[src/common/smsc_pkg.sv]
// Constants and types shared by the serial memory select block
package smsc_pkg;
  localparam int CLK_PERIOD_NS = 10;
  localparam int BIT_HALF_NS   = 40;
  localparam int BIT_HALF_CYC  = (BIT_HALF_NS + CLK_PERIOD_NS - 1) / CLK_PERIOD_NS;
  localparam int ADDR_W        = 22;
  localparam int CHIP_LOG      = 20;
  localparam int LOG_256K      = 18;
  localparam int LOG_512K      = 19;
  localparam int LOG_1M        = 20;
  localparam int LOG_TWO       = 21;
  localparam int LOG_FOUR      = 22;

  typedef enum logic [2:0]
  {
    CFG_256K = 3'h0,
    CFG_512K = 3'h1,
    CFG_1M   = 3'h2,
    CFG_TWO  = 3'h3,
    CFG_FOUR = 3'h4
  } smsc_cfg_type;

  typedef enum logic
  {
    MODE_STANDALONE = 1'b0,
    MODE_HOST       = 1'b1
  } smsc_mode_type;

  typedef enum logic [2:0]
  {
    ST_PDN  = 3'h1,
    ST_LOW  = 3'h2,
    ST_HIGH = 3'h4
  } smsc_state_type;

  typedef struct packed
  {
    smsc_mode_type mode;
    smsc_cfg_type  cfg;
  } smsc_strap_type;

  localparam smsc_strap_type STRAP_RST = '{mode: MODE_STANDALONE, cfg: CFG_256K};
endpackage

[src/smsc_buf2.sv]
// Two-entry buffer with valid and ready on both sides
module smsc_buf2 #(
  parameter int WIDTH = 1
) (
  // Clock and reset
  input  wire logic             clk_sys,
  input  wire logic             nrst,
  input  wire logic             clkEn,
  // Fill side
  input  wire logic             inValid,
  input  wire logic [WIDTH-1:0] inData,
  output logic                  inReady,
  // Drain side
  output logic                  outValid,
  output logic      [WIDTH-1:0] outData,
  input  wire logic             outReady
);
  logic [WIDTH-1:0] slot_r [2];
  logic             rdPtr_r;
  logic             wrPtr_r;
  logic [1:0]       count_r;
  logic             push;
  logic             pop;

  assign inReady  = (count_r != 2'h2);
  assign outValid = (count_r != 2'h0);
  assign push     = inValid && inReady;
  assign pop      = outValid && outReady;
  assign outData  = slot_r[rdPtr_r];

  always_ff @(posedge clk_sys or negedge nrst)
  begin
    if (!nrst)
    begin
      rdPtr_r <= 1'b0;
      wrPtr_r <= 1'b0;
      count_r <= 2'h0;
    end
    else if (clkEn)
    begin
      if (push)
        wrPtr_r <= ~wrPtr_r;
      if (pop)
        rdPtr_r <= ~rdPtr_r;
      if (push && !pop)
        count_r <= count_r + 2'h1;
      else if (pop && !push)
        count_r <= count_r - 2'h1;
    end
  end

  always_ff @(posedge clk_sys or negedge nrst)
  begin
    if (!nrst)
    begin
      slot_r[0] <= '0;
      slot_r[1] <= '0;
    end
    else if (clkEn && push)
      slot_r[wrPtr_r] <= inData;
  end
endmodule // smsc_buf2

[src/smsc_mem_select.sv]
// Pin roles, strap decode and bit transfer toward serial memories
// Summary of operation
// - One two-way data pin: driven while writing memory, sampled while reading.
// - One active-low select per memory; only the accessed memory's select is low.
// - Third select is a select in four-memory mode, else high-at-powerdown standby.
// - Fourth select is driven in four-memory mode, else input for strap low bit.
// - Three count straps decode to five configurations limiting address and selects.
// - Mode strap low means stand-alone, high means host command mode; held fixed.
// - Reset clears all state; leave power-down only after release and a request.
// - Write-enable output picks read or write; bit clock times each data bit.
module smsc_mem_select (
  // Clock and reset
  input  wire logic                  clk_sys,
  input  wire logic                  nrst,
  input  wire logic                  clkEn,
  // Straps
  input  wire logic                  hostModeStrap,
  input  wire logic                  memCountStrapMid,
  input  wire logic                  memCountStrapHi,
  // Operation request
  input  wire logic                  opStart,
  input  wire logic                  opWrite,
  input  wire logic                  opStop,
  // Status
  output logic                       busy,
  output logic                       memFull,
  output smsc_pkg::smsc_strap_type   strapOut,
  // Write stream
  input  wire logic                  wrValid,
  input  wire logic                  wrData,
  output logic                       wrReady,
  // Read stream
  output logic                       rdValid,
  output logic                       rdData,
  input  wire logic                  rdReady,
  // Memory pins
  output logic                       memSelectAN,
  output logic                       memSelectBN,
  output logic                       memSelectCN,
  input  wire logic                  memSelectDIn,
  output logic                       memSelectDOut,
  output logic                       memSelectDOeN,
  input  wire logic                  memDataIn,
  output logic                       memDataOut,
  output logic                       memDataOeN,
  output logic                       memWriteEnN,
  output logic                       memBitClock
);
  localparam logic [2:0] HALF_LAST = 3'(smsc_pkg::BIT_HALF_CYC - 1);

  smsc_pkg::smsc_state_type  state_r;
  smsc_pkg::smsc_strap_type  strap_r;
  logic                      strapDone_r;
  logic                      writeMode_r;
  logic [2:0]                halfCnt_r;
  logic [smsc_pkg::ADDR_W-1:0] addr_r;
  logic [smsc_pkg::ADDR_W-1:0] lastAddr;
  logic [1:0]                chip;
  logic                      halfDone;
  logic                      active;
  logic                      fourMode;
  logic                      bufInReady;
  logic                      bufPush;
  logic                      stepUp;
  logic                      atLast;
  logic                      memFull_r;
  logic                      memDataOut_r;

  function automatic smsc_pkg::smsc_cfg_type decodeCfg(input logic hi, input logic mid,
                                                       input logic lo);
    case ({hi, mid})
      2'b00:   decodeCfg = lo ? smsc_pkg::CFG_512K : smsc_pkg::CFG_256K;
      2'b01:   decodeCfg = smsc_pkg::CFG_1M;
      2'b10:   decodeCfg = smsc_pkg::CFG_TWO;
      default: decodeCfg = smsc_pkg::CFG_FOUR;
    endcase
  endfunction

  function automatic int capLog(input smsc_pkg::smsc_cfg_type c);
    case (c)
      smsc_pkg::CFG_256K: capLog = smsc_pkg::LOG_256K;
      smsc_pkg::CFG_512K: capLog = smsc_pkg::LOG_512K;
      smsc_pkg::CFG_1M:   capLog = smsc_pkg::LOG_1M;
      smsc_pkg::CFG_TWO:  capLog = smsc_pkg::LOG_TWO;
      default:            capLog = smsc_pkg::LOG_FOUR;
    endcase
  endfunction

  // Straps caught on the first enabled edge after reset release
  always_ff @(posedge clk_sys or negedge nrst)
  begin
    if (!nrst)
    begin
      strap_r     <= smsc_pkg::STRAP_RST;
      strapDone_r <= 1'b0;
    end
    else if (clkEn && !strapDone_r)
    begin
      strap_r.mode <= smsc_pkg::smsc_mode_type'(hostModeStrap);
      strap_r.cfg  <= decodeCfg(memCountStrapHi, memCountStrapMid, memSelectDIn);
      strapDone_r  <= 1'b1;
    end
  end

  assign fourMode = strapDone_r && (strap_r.cfg == smsc_pkg::CFG_FOUR);
  assign lastAddr = {smsc_pkg::ADDR_W{1'b1}} >> (smsc_pkg::ADDR_W - capLog(strap_r.cfg));
  assign chip     = addr_r[smsc_pkg::ADDR_W-1:smsc_pkg::CHIP_LOG];
  assign active   = (state_r != smsc_pkg::ST_PDN);
  assign halfDone = (halfCnt_r == HALF_LAST);
  assign atLast   = (addr_r == lastAddr);
  assign stepUp   = (state_r == smsc_pkg::ST_LOW) && halfDone && !opStop &&
                    (writeMode_r ? wrValid : bufInReady);
  assign bufPush  = (state_r == smsc_pkg::ST_HIGH) && halfDone && !writeMode_r;
  assign wrReady  = stepUp && writeMode_r;

  // Bit sequencer: power-down, clock low phase, clock high phase
  always_ff @(posedge clk_sys or negedge nrst)
  begin
    if (!nrst)
    begin
      state_r     <= smsc_pkg::ST_PDN;
      writeMode_r <= 1'b0;
      halfCnt_r   <= 3'h0;
      addr_r      <= '0;
      memFull_r   <= 1'b0;
    end
    else if (clkEn)
    begin
      case (state_r)
        smsc_pkg::ST_PDN:
        begin
          halfCnt_r <= 3'h0;
          if (strapDone_r && opStart)
          begin
            state_r     <= smsc_pkg::ST_LOW;
            writeMode_r <= opWrite;
            addr_r      <= '0;
            memFull_r   <= 1'b0;
          end
        end
        smsc_pkg::ST_LOW:
        begin
          if (opStop)
            state_r <= smsc_pkg::ST_PDN;
          else if (stepUp)
          begin
            state_r   <= smsc_pkg::ST_HIGH;
            halfCnt_r <= 3'h0;
          end
          else if (!halfDone)
            halfCnt_r <= halfCnt_r + 3'h1;
        end
        smsc_pkg::ST_HIGH:
        begin
          if (!halfDone)
            halfCnt_r <= halfCnt_r + 3'h1;
          else
          begin
            halfCnt_r <= 3'h0;
            if (atLast)
            begin
              state_r   <= smsc_pkg::ST_PDN;
              memFull_r <= 1'b1;
            end
            else
            begin
              state_r <= smsc_pkg::ST_LOW;
              addr_r  <= addr_r + 1'b1;
            end
          end
        end
        default: state_r <= smsc_pkg::ST_PDN;
      endcase
    end
  end

  // Write bit presented ahead of the rising bit clock
  always_ff @(posedge clk_sys or negedge nrst)
  begin
    if (!nrst)
      memDataOut_r <= 1'b0;
    else if (clkEn && wrReady)
      memDataOut_r <= wrData;
  end

  smsc_buf2 #(
    .WIDTH (1)
  ) u_rdBuf (
    .clk_sys  (clk_sys),
    .nrst     (nrst),
    .clkEn    (clkEn),
    .inValid  (bufPush),
    .inData   (memDataIn),
    .inReady  (bufInReady),
    .outValid (rdValid),
    .outData  (rdData),
    .outReady (rdReady)
  );

  assign memDataOut    = memDataOut_r;
  assign memDataOeN    = !(active && writeMode_r);
  assign memWriteEnN   = !(active && writeMode_r);
  // Rises one cycle into the high phase so the write bit set up on the previous edge
  assign memBitClock   = (state_r == smsc_pkg::ST_HIGH) && (halfCnt_r != 3'h0);
  assign memSelectAN   = !(active && chip == 2'h0);
  assign memSelectBN   = !(active && chip == 2'h1);
  assign memSelectCN   = fourMode ? !(active && chip == 2'h2) : !active;
  assign memSelectDOut = !(active && chip == 2'h3);
  assign memSelectDOeN = !fourMode;
  assign busy          = active;
  assign memFull       = memFull_r;
  assign strapOut      = strap_r;
endmodule // smsc_mem_select

[config.mk]
export PLATFORM = sky130hd
export DESIGN_NAME = smsc_mem_select
export DESIGN_NICKNAME = d
export VERILOG_FILES = /design/src/common/smsc_pkg.sv /design/src/smsc_buf2.sv /design/src/smsc_mem_select.sv
export SDC_FILE = /design/constraint.sdc
export NUM_CORES = 1
export LEC_CHECK = 0
export ABC_AREA = 1
export BUFFER_PORTS_ARGS = -buffer_cell sky130_fd_sc_hd__buf_2
export CAP_MARGIN = 20
export CORE_MARGIN = 2
export CORE_UTILIZATION = 40
export CTS_BUF_LIST = sky130_fd_sc_hd__clkbuf_8
export DETAILED_ROUTE_END_ITERATION = 10
export PLACE_DENSITY = 0.55
export SETUP_SLACK_MARGIN = 0.1
export SLEW_MARGIN = 15
export SYNTH_ARGS = -nofsm -noshare
export SYNTH_HDL_FRONTEND = slang
export SYNTH_SLANG_ARGS = --single-unit
[constraint.sdc]
create_clock -name clk_sys -period 3.8 [get_ports clk_sys]
set_input_delay 0 -clock clk_sys [delete_from_list [all_inputs] [get_ports clk_sys]]
set_output_delay 0 -clock clk_sys [all_outputs]
set_load 0.1 [all_outputs]
# Word level (Yosys, flattened, before mapping)
# Cells that the tools add are included.
# word_totals
out_inout_bits	18
ff_bits	42
# op_classes
order_cmp	3
add_sub_neg	5
mux	32
eq_ne	23
reduce_logical	50
shifts	1
bitwise_logic	4
# op_table
operator	count
$mux W22	3
$pmux W22 S2	1
$shr A22 B32 Y22 const A	1
$sub A6 B32 Y32 const A	1
$pmux W3 S3	3
$mux W3	8
$add A22 B1 Y22 const B	1
$eq A22 B22 Y1	1
$logic_and A1 B1 Y1	22
$eq A3 B2 Y1 const B	4
$logic_not A1 Y1	12
$ne A2 B2 Y1 const B	6
$pmux W3 S4	1
$mux W1	10
$reduce_and A5 Y1	2
$reduce_and A4 Y1	2
$eq A2 B2 Y1 const B	3
$eq A3 B1 Y1 const B	2
$eq A3 B3 Y1 const B	2
$mux W2	3
$ne A3 B3 Y1 const B	2
$reduce_and A2 Y1	3
$reduce_bool A2 Y1	3
$reduce_bool A3 Y1	2
other kinds (15)	20

# Depth between registers and ports, before layout
# depth
ltp_word	8
depth_mapped	21

# By module
# A second synthesis with hierarchy kept.
# hier_totals
cells_unflattened	487
area_unflattened_um2	3325.7
# by_module_without_submodules
mod	n_inst	area_each_um2	seq_area_each_um2	cells_each
smsc_mem_select	1	2974.1	902.1	445
smsc_buf2	1	351.6	150.1	42

# Worst setup path before layout
# No wires, ideal clock.
# synth_path
path_kind	register -> output
start	register strap_r, in the netlist strapOut[2]
end	output port memSelectCN
stages_incl_launch_ff	3
n_path_buf	0
arrival_time_ns	4.736
required_time_ns	3.800
slack_ns	-0.936
cell_sequence	dfrtp_1 > nand4_1 > o21ai_0
# synth_between
elab_chain_cells	3
# synth_rtl
element	line	rtl
start: declaration	smsc_mem_select.sv:52	smsc_pkg::smsc_strap_type strap_r;
start signal: assignment	smsc_mem_select.sv:94	strap_r <= smsc_pkg::STRAP_RST;
$eq A3 B3 Y1	smsc_mem_select.sv:105	assign fourMode = strapDone_r && (strap_r.cfg == smsc_pkg::CFG_FOUR);
$logic_and A1 B1 Y1	smsc_mem_select.sv:105	
$mux W1	smsc_mem_select.sv:207	assign memSelectCN = fourMode ? !(active && chip == 2'h2) : !active;
end: declaration	smsc_mem_select.sv:39	output logic memSelectCN,
# No other way between the ends.

# Final worst setup path
# layout_path
start	register strap_r, in the netlist strapOut[2]
end	register addr_r[7] (netlist name)
# layout_between
elab_chain_cells	7
word_cells_on_any_way	10
classes_between	add/sub (1); eq/ne (5); shift (1); mux (1); reduce/logical (2)
# layout_rtl
element	line	rtl
$eq A3 B2 Y1 (tied with other cells)	smsc_mem_select.sv:80	case (c)
$pmux W3 S4 *	smsc_mem_select.sv:80	
$sub A6 B32 Y32 *	smsc_mem_select.sv:106	assign lastAddr = {smsc_pkg::ADDR_W{1'b1}} >> (smsc_pkg::ADDR_W - capLog(strap_r.cfg));
$shr A22 B32 Y22 *	smsc_mem_select.sv:106	
$eq A22 B22 Y1 *	smsc_mem_select.sv:110	assign atLast = (addr_r == lastAddr);
$ne A2 B2 Y1 (no line) *	--	
$reduce_and A5 Y1 (no line) *	--	
end signal: assignment	smsc_mem_select.sv:168	addr_r <= addr_r + 1'b1;
end: declaration	smsc_mem_select.sv:56	logic [smsc_pkg::ADDR_W-1:0] addr_r;
# Mark *: on every way between the ends. The rest lies on a longest branch, timed or not.
# A chain may end at the register's enable or synchronous reset.

==> metrics <==
final WL 7.46 mm; total of warnings raised by yosys 0; wire length per cell 12.7 µm; fraction of the mapped netlist area in compound gates 5.59%; number of routed nets with antenna violations 0; power per unit of standard cell area 560 nW/µm²; worst stage delay on the critical path 450 ps; Comb pwr share 52.2%; Clk network pwr share 18.4%; reg-to-reg critical path endpoint addr_r[7]; Switching Fraction 52.1%; multiplexer share of the synthesized area 0%; clock-pin transition on the worst setup and hold timing paths 90 ps; clock tree from TritonCTS done; area growth from synthesis to final layout 13.4%; number of nets in the synthesized netlist 477; time the worst path needs with I/O delays and setup 2990 ps; gate count of the mapped netlist 450; destination of the worst hold path state_r[2]; Core ar. 7610 µm²; power spent charging and discharging nets 1.02 mW; clock latency on the worst-skew pair 300 ps; Post-layout nets 510; top cells by area in the synthesized netlist sky130_fd_sc_hd__dfrtp_1 (33%), sky130_fd_sc_hd__nand2_1 (15%), sky130_fd_sc_hd__nand3_1 (7.4%), sky130_fd_sc_hd__inv_1 (7.2%), sky130_fd_sc_hd__xor2_1 (6.0%); cell with the largest stage delay on the worst path sky130_fd_sc_hd__dfrtp_1; clock tree buffer depth 2; aggregate global-route resource usage 19.2%; register bit count reported by yosys 42; number of clock sinks seen by CTS 42; Pleak 1.77 nW; post-detailed-route DRC marker count 0; Congestion Overflow GR 0; proportion of synthesized chip area in sequential cells 34.0%; highest fanout seen on the critical path 23; Reg power frac 29.4%; initial core utilization 40.6%; launch point of the critical path strapOut[2]; CP Capture Type flip-flop; aggregate negative setup slack 0 ps; placed wire-length estimate after detailed placement 5.61 mm; required time of the critical path 4040 ps; 1st-pass router iterations 4; syn_area_per_cell 6.87 µm²; post-route fraction of the period consumed by the critical path 78.6%; peak supply drop 750 µV; reg2reg setup slack 810 ps; count of inserted antenna diode cells 0; DR vias 2859; master cell of the clock root buffer sky130_fd_sc_hd__clkbuf_8; TritonCTS buffer count 5; maximum number of pins on one net before global-route repair 43; Synth Area in Adders 5.26%; xor/xnor cell area share of the yosys netlist 6.80%; x dimension of the die 91.9 µm; Max Clock Skew 8.02 ps; Max Freq 335 MHz; number of core rows 32; weighted congestion reported at the end of routability-driven placement 0.891; arrival time at the worst endpoint 3220 ps; class of the tightest hold or removal check in2reg; worst hold path cell count 4; total number of H-tree levels 2; Worst R2R Path Depth 15; critical path, cell by cell nor2_1 > ha_1 > inv_1 > ha_1 > ha_1 > o21ai_0 > nand2_1 > nand2_1 > nand3_1 > nand3b_1 > nor2_2 > nand3_4 > nand2_4 > nand2_1 > nand2_1; CP startpoint kind flip-flop; area of the die 8450 µm²; Max-Cap Viols 0; Post-CTS Setup Bufs 0; run status finished, final reports clean; global-route wire length before repair 13.2 mm; share of layout cells above drive strength 1 11.2%; count of port buffers added during placement 31; DRT iter0 DRCs 176; cell with the most instances on the worst path sky130_fd_sc_hd__nand2_1; cell taking the most area after synthesis sky130_fd_sc_hd__dfrtp_1; category of the critical setup timing path reg2reg; count of endpoints failing hold in the final timing report 0; average via count per standard cell 4.88; measured slew at the worst slew-check pin 665 ps; Internal Dissipation 0.941 mW; startpoint of the most critical register-to-register path strapOut[2]; vias in the first global route 2797; count of different cell masters after synthesis 32; max-slew headroom at the worst pin 55.6%; Simple-Gate Fraction of Synth Area 38.2%; setup repair after global routing missed its margin false; height of the die 91.9 µm; Slew Limit Fails 0; final worst hold slack 18.1 ps; I/O pins 32; Filler Cell Count 770; dominant combinational cell family by area after synthesis simple AND/OR/NAND/NOR gates; antenna violations before repair 0; count of endpoints failing setup in the final report 0; combined area of all synthesized cells 3090 µm²; hold wc startpoint opStop; share of Yosys cell area claimed by the top area cell type 33.2%
synth_stat cells:
| master | count |
|---|---|
| sky130_fd_sc_hd__or2_2 | 3 |
| sky130_fd_sc_hd__and3_1 | 1 |
| sky130_fd_sc_hd__buf_1 | 2 |
| sky130_fd_sc_hd__a21oi_1 | 13 |
| sky130_fd_sc_hd__a21boi_0 | 1 |
| sky130_fd_sc_hd__nor2_2 | 2 |
| sky130_fd_sc_hd__buf_4 | 1 |
| sky130_fd_sc_hd__nor3_1 | 14 |
| sky130_fd_sc_hd__buf_6 | 3 |
| sky130_fd_sc_hd__ha_1 | 13 |
| sky130_fd_sc_hd__nand2_4 | 1 |
| sky130_fd_sc_hd__a21oi_2 | 1 |
| sky130_fd_sc_hd__dfstp_2 | 1 |
| sky130_fd_sc_hd__nor2_1 | 48 |
| sky130_fd_sc_hd__inv_2 | 1 |
| sky130_fd_sc_hd__o21ai_2 | 1 |
| sky130_fd_sc_hd__nor4_1 | 1 |
| sky130_fd_sc_hd__o21ai_0 | 10 |
| sky130_fd_sc_hd__xor2_1 | 21 |
| sky130_fd_sc_hd__dfrtp_1 | 41 |
| sky130_fd_sc_hd__xnor2_1 | 3 |
| sky130_fd_sc_hd__nand3_1 | 46 |
| sky130_fd_sc_hd__nand4_1 | 16 |
| sky130_fd_sc_hd__nand3b_1 | 2 |
| sky130_fd_sc_hd__o211ai_1 | 1 |
| sky130_fd_sc_hd__buf_2 | 3 |
| sky130_fd_sc_hd__nor3b_1 | 3 |
| sky130_fd_sc_hd__nand2_1 | 126 |
| sky130_fd_sc_hd__a31oi_1 | 4 |
| sky130_fd_sc_hd__clkbuf_1 | 6 |
| sky130_fd_sc_hd__inv_1 | 59 |
| sky130_fd_sc_hd__nand3_4 | 2 |
per-layer routing:
metal	routed length (µm)	track usage [%]	vias to the layer above
met1	3610	25.8	1297
met3	297	3.78	6
met5	0	0	-
met4	53	3.73	0
li1	-	-	1497
met2	3500	32.4	59
layout by cell type, fill, tap and decap left out, types with 2 or more instances in the layout:
master and instances:
sky130_fd_sc_hd__o21ai_0 9, sky130_fd_sc_hd__dlygate4sd3_1 7, sky130_fd_sc_hd__nand3_1 46, sky130_fd_sc_hd__xnor2_1 3, sky130_fd_sc_hd__nand3_4 2, sky130_fd_sc_hd__nand4_1 16, sky130_fd_sc_hd__nand3b_1 2, sky130_fd_sc_hd__clkbuf_8 5
sky130_fd_sc_hd__ha_1 13, sky130_fd_sc_hd__a31oi_1 4, sky130_fd_sc_hd__or2_2 3, sky130_fd_sc_hd__nor2_1 48, sky130_fd_sc_hd__buf_2 31, sky130_fd_sc_hd__nor3b_1 3, sky130_fd_sc_hd__inv_1 60, sky130_fd_sc_hd__nand2_1 126
sky130_fd_sc_hd__nor3_1 14, sky130_fd_sc_hd__dfrtp_1 41, sky130_fd_sc_hd__o21ai_2 2, sky130_fd_sc_hd__buf_4 2, sky130_fd_sc_hd__xor2_1 21, sky130_fd_sc_hd__a21oi_1 13, sky130_fd_sc_hd__nor2_2 2
final cells by class:
class | count | area [µm²] | area share [%]
Clock buffer | 5 | 68.8 | 1.96
Sequential cell | 42 | 1050 | 30.0
Tap cell | 102 | 128 | 3.64
Multi-Input combinational cell | 333 | 1730 | 49.4
Inverter | 60 | 225 | 6.42
Timing Repair Buffer | 41 | 260 | 7.42
Clock inverter | 3 | 41.3 | 1.18
kinds of logic after synthesis:
family / count (synthesis)
fa+ha+maj: 13
simple gates: 265
flops: 42
buf+inv: 75
xor+xnor: 24
compound gates: 31
worst max-delay path: cells and delay by family (launching register included):
| family | cells | cell delay (ps) |
|---|---|---|
| AOI/OAI and AO/OA | 1 | 280 |
| adders and majority gates | 3 | 700 |
| buffers and inverters | 1 | 50 |
| DFF | 1 | 450 |
| and+or+nand+nor | 10 | 1440 |
per-stage QoR:
step,power (mW),cells,instance area [µm²],setup WS [ps],util [%]
after floorplan,1.45,450,3090,314,-
after global placement,1.60,570,3310,858,43.5
after detailed placement,1.61,570,3310,817,43.5
after CTS,1.99,585,3490,787,45.8
after global routing,2.10,586,3510,377,46.1
final,1.96,586,3510,814,46.1
timing repair:
| action | CTS | global route |
|---|---|---|
| resized for setup | 0 | 0 |
| hold buffers | 7 | 0 |
| hold endpoints to repair | 48 | 0 |
how the worst max path moves through the flow:
| stage | end | slack, ps |
|---|---|---|
| global placement | addr_r[19] | 860 |
| global route | addr_r[13] | 380 |
| CTS | addr_r[7] | 790 |
| floorplan | memSelectCN | 310 |
| detailed placement | state_r[1] | 820 |
| finish | addr_r[7] | 810 |
power by group through the flow:
stage | Sequential, mW | Clock [mW] | Combinational [mW]
4_1_cts | 0.578 | 0.375 | 1.03
3_5_place_dp | 0.586 | 0 | 1.02
6_report | 0.577 | 0.362 | 1.02
2_1_floorplan | 0.634 | 0 | 0.815
3_3_place_gp | 0.587 | 0 | 1.02
5_1_grt | 0.587 | 0.388 | 1.13
state kept, by name, summed over array words and instances (netlist names):
name	flops
addr_r	22
halfCnt_r	3
memDataOut	1
memFull	1
state_r	3
strapDone_r	1
strapOut	4
u_rdBuf.count_r	2
u_rdBuf.rdPtr_r	1
u_rdBuf.slot_r	2
u_rdBuf.wrPtr_r	1
writeMode_r	1
No activity file was read; power rests on OpenSTA's default activity.
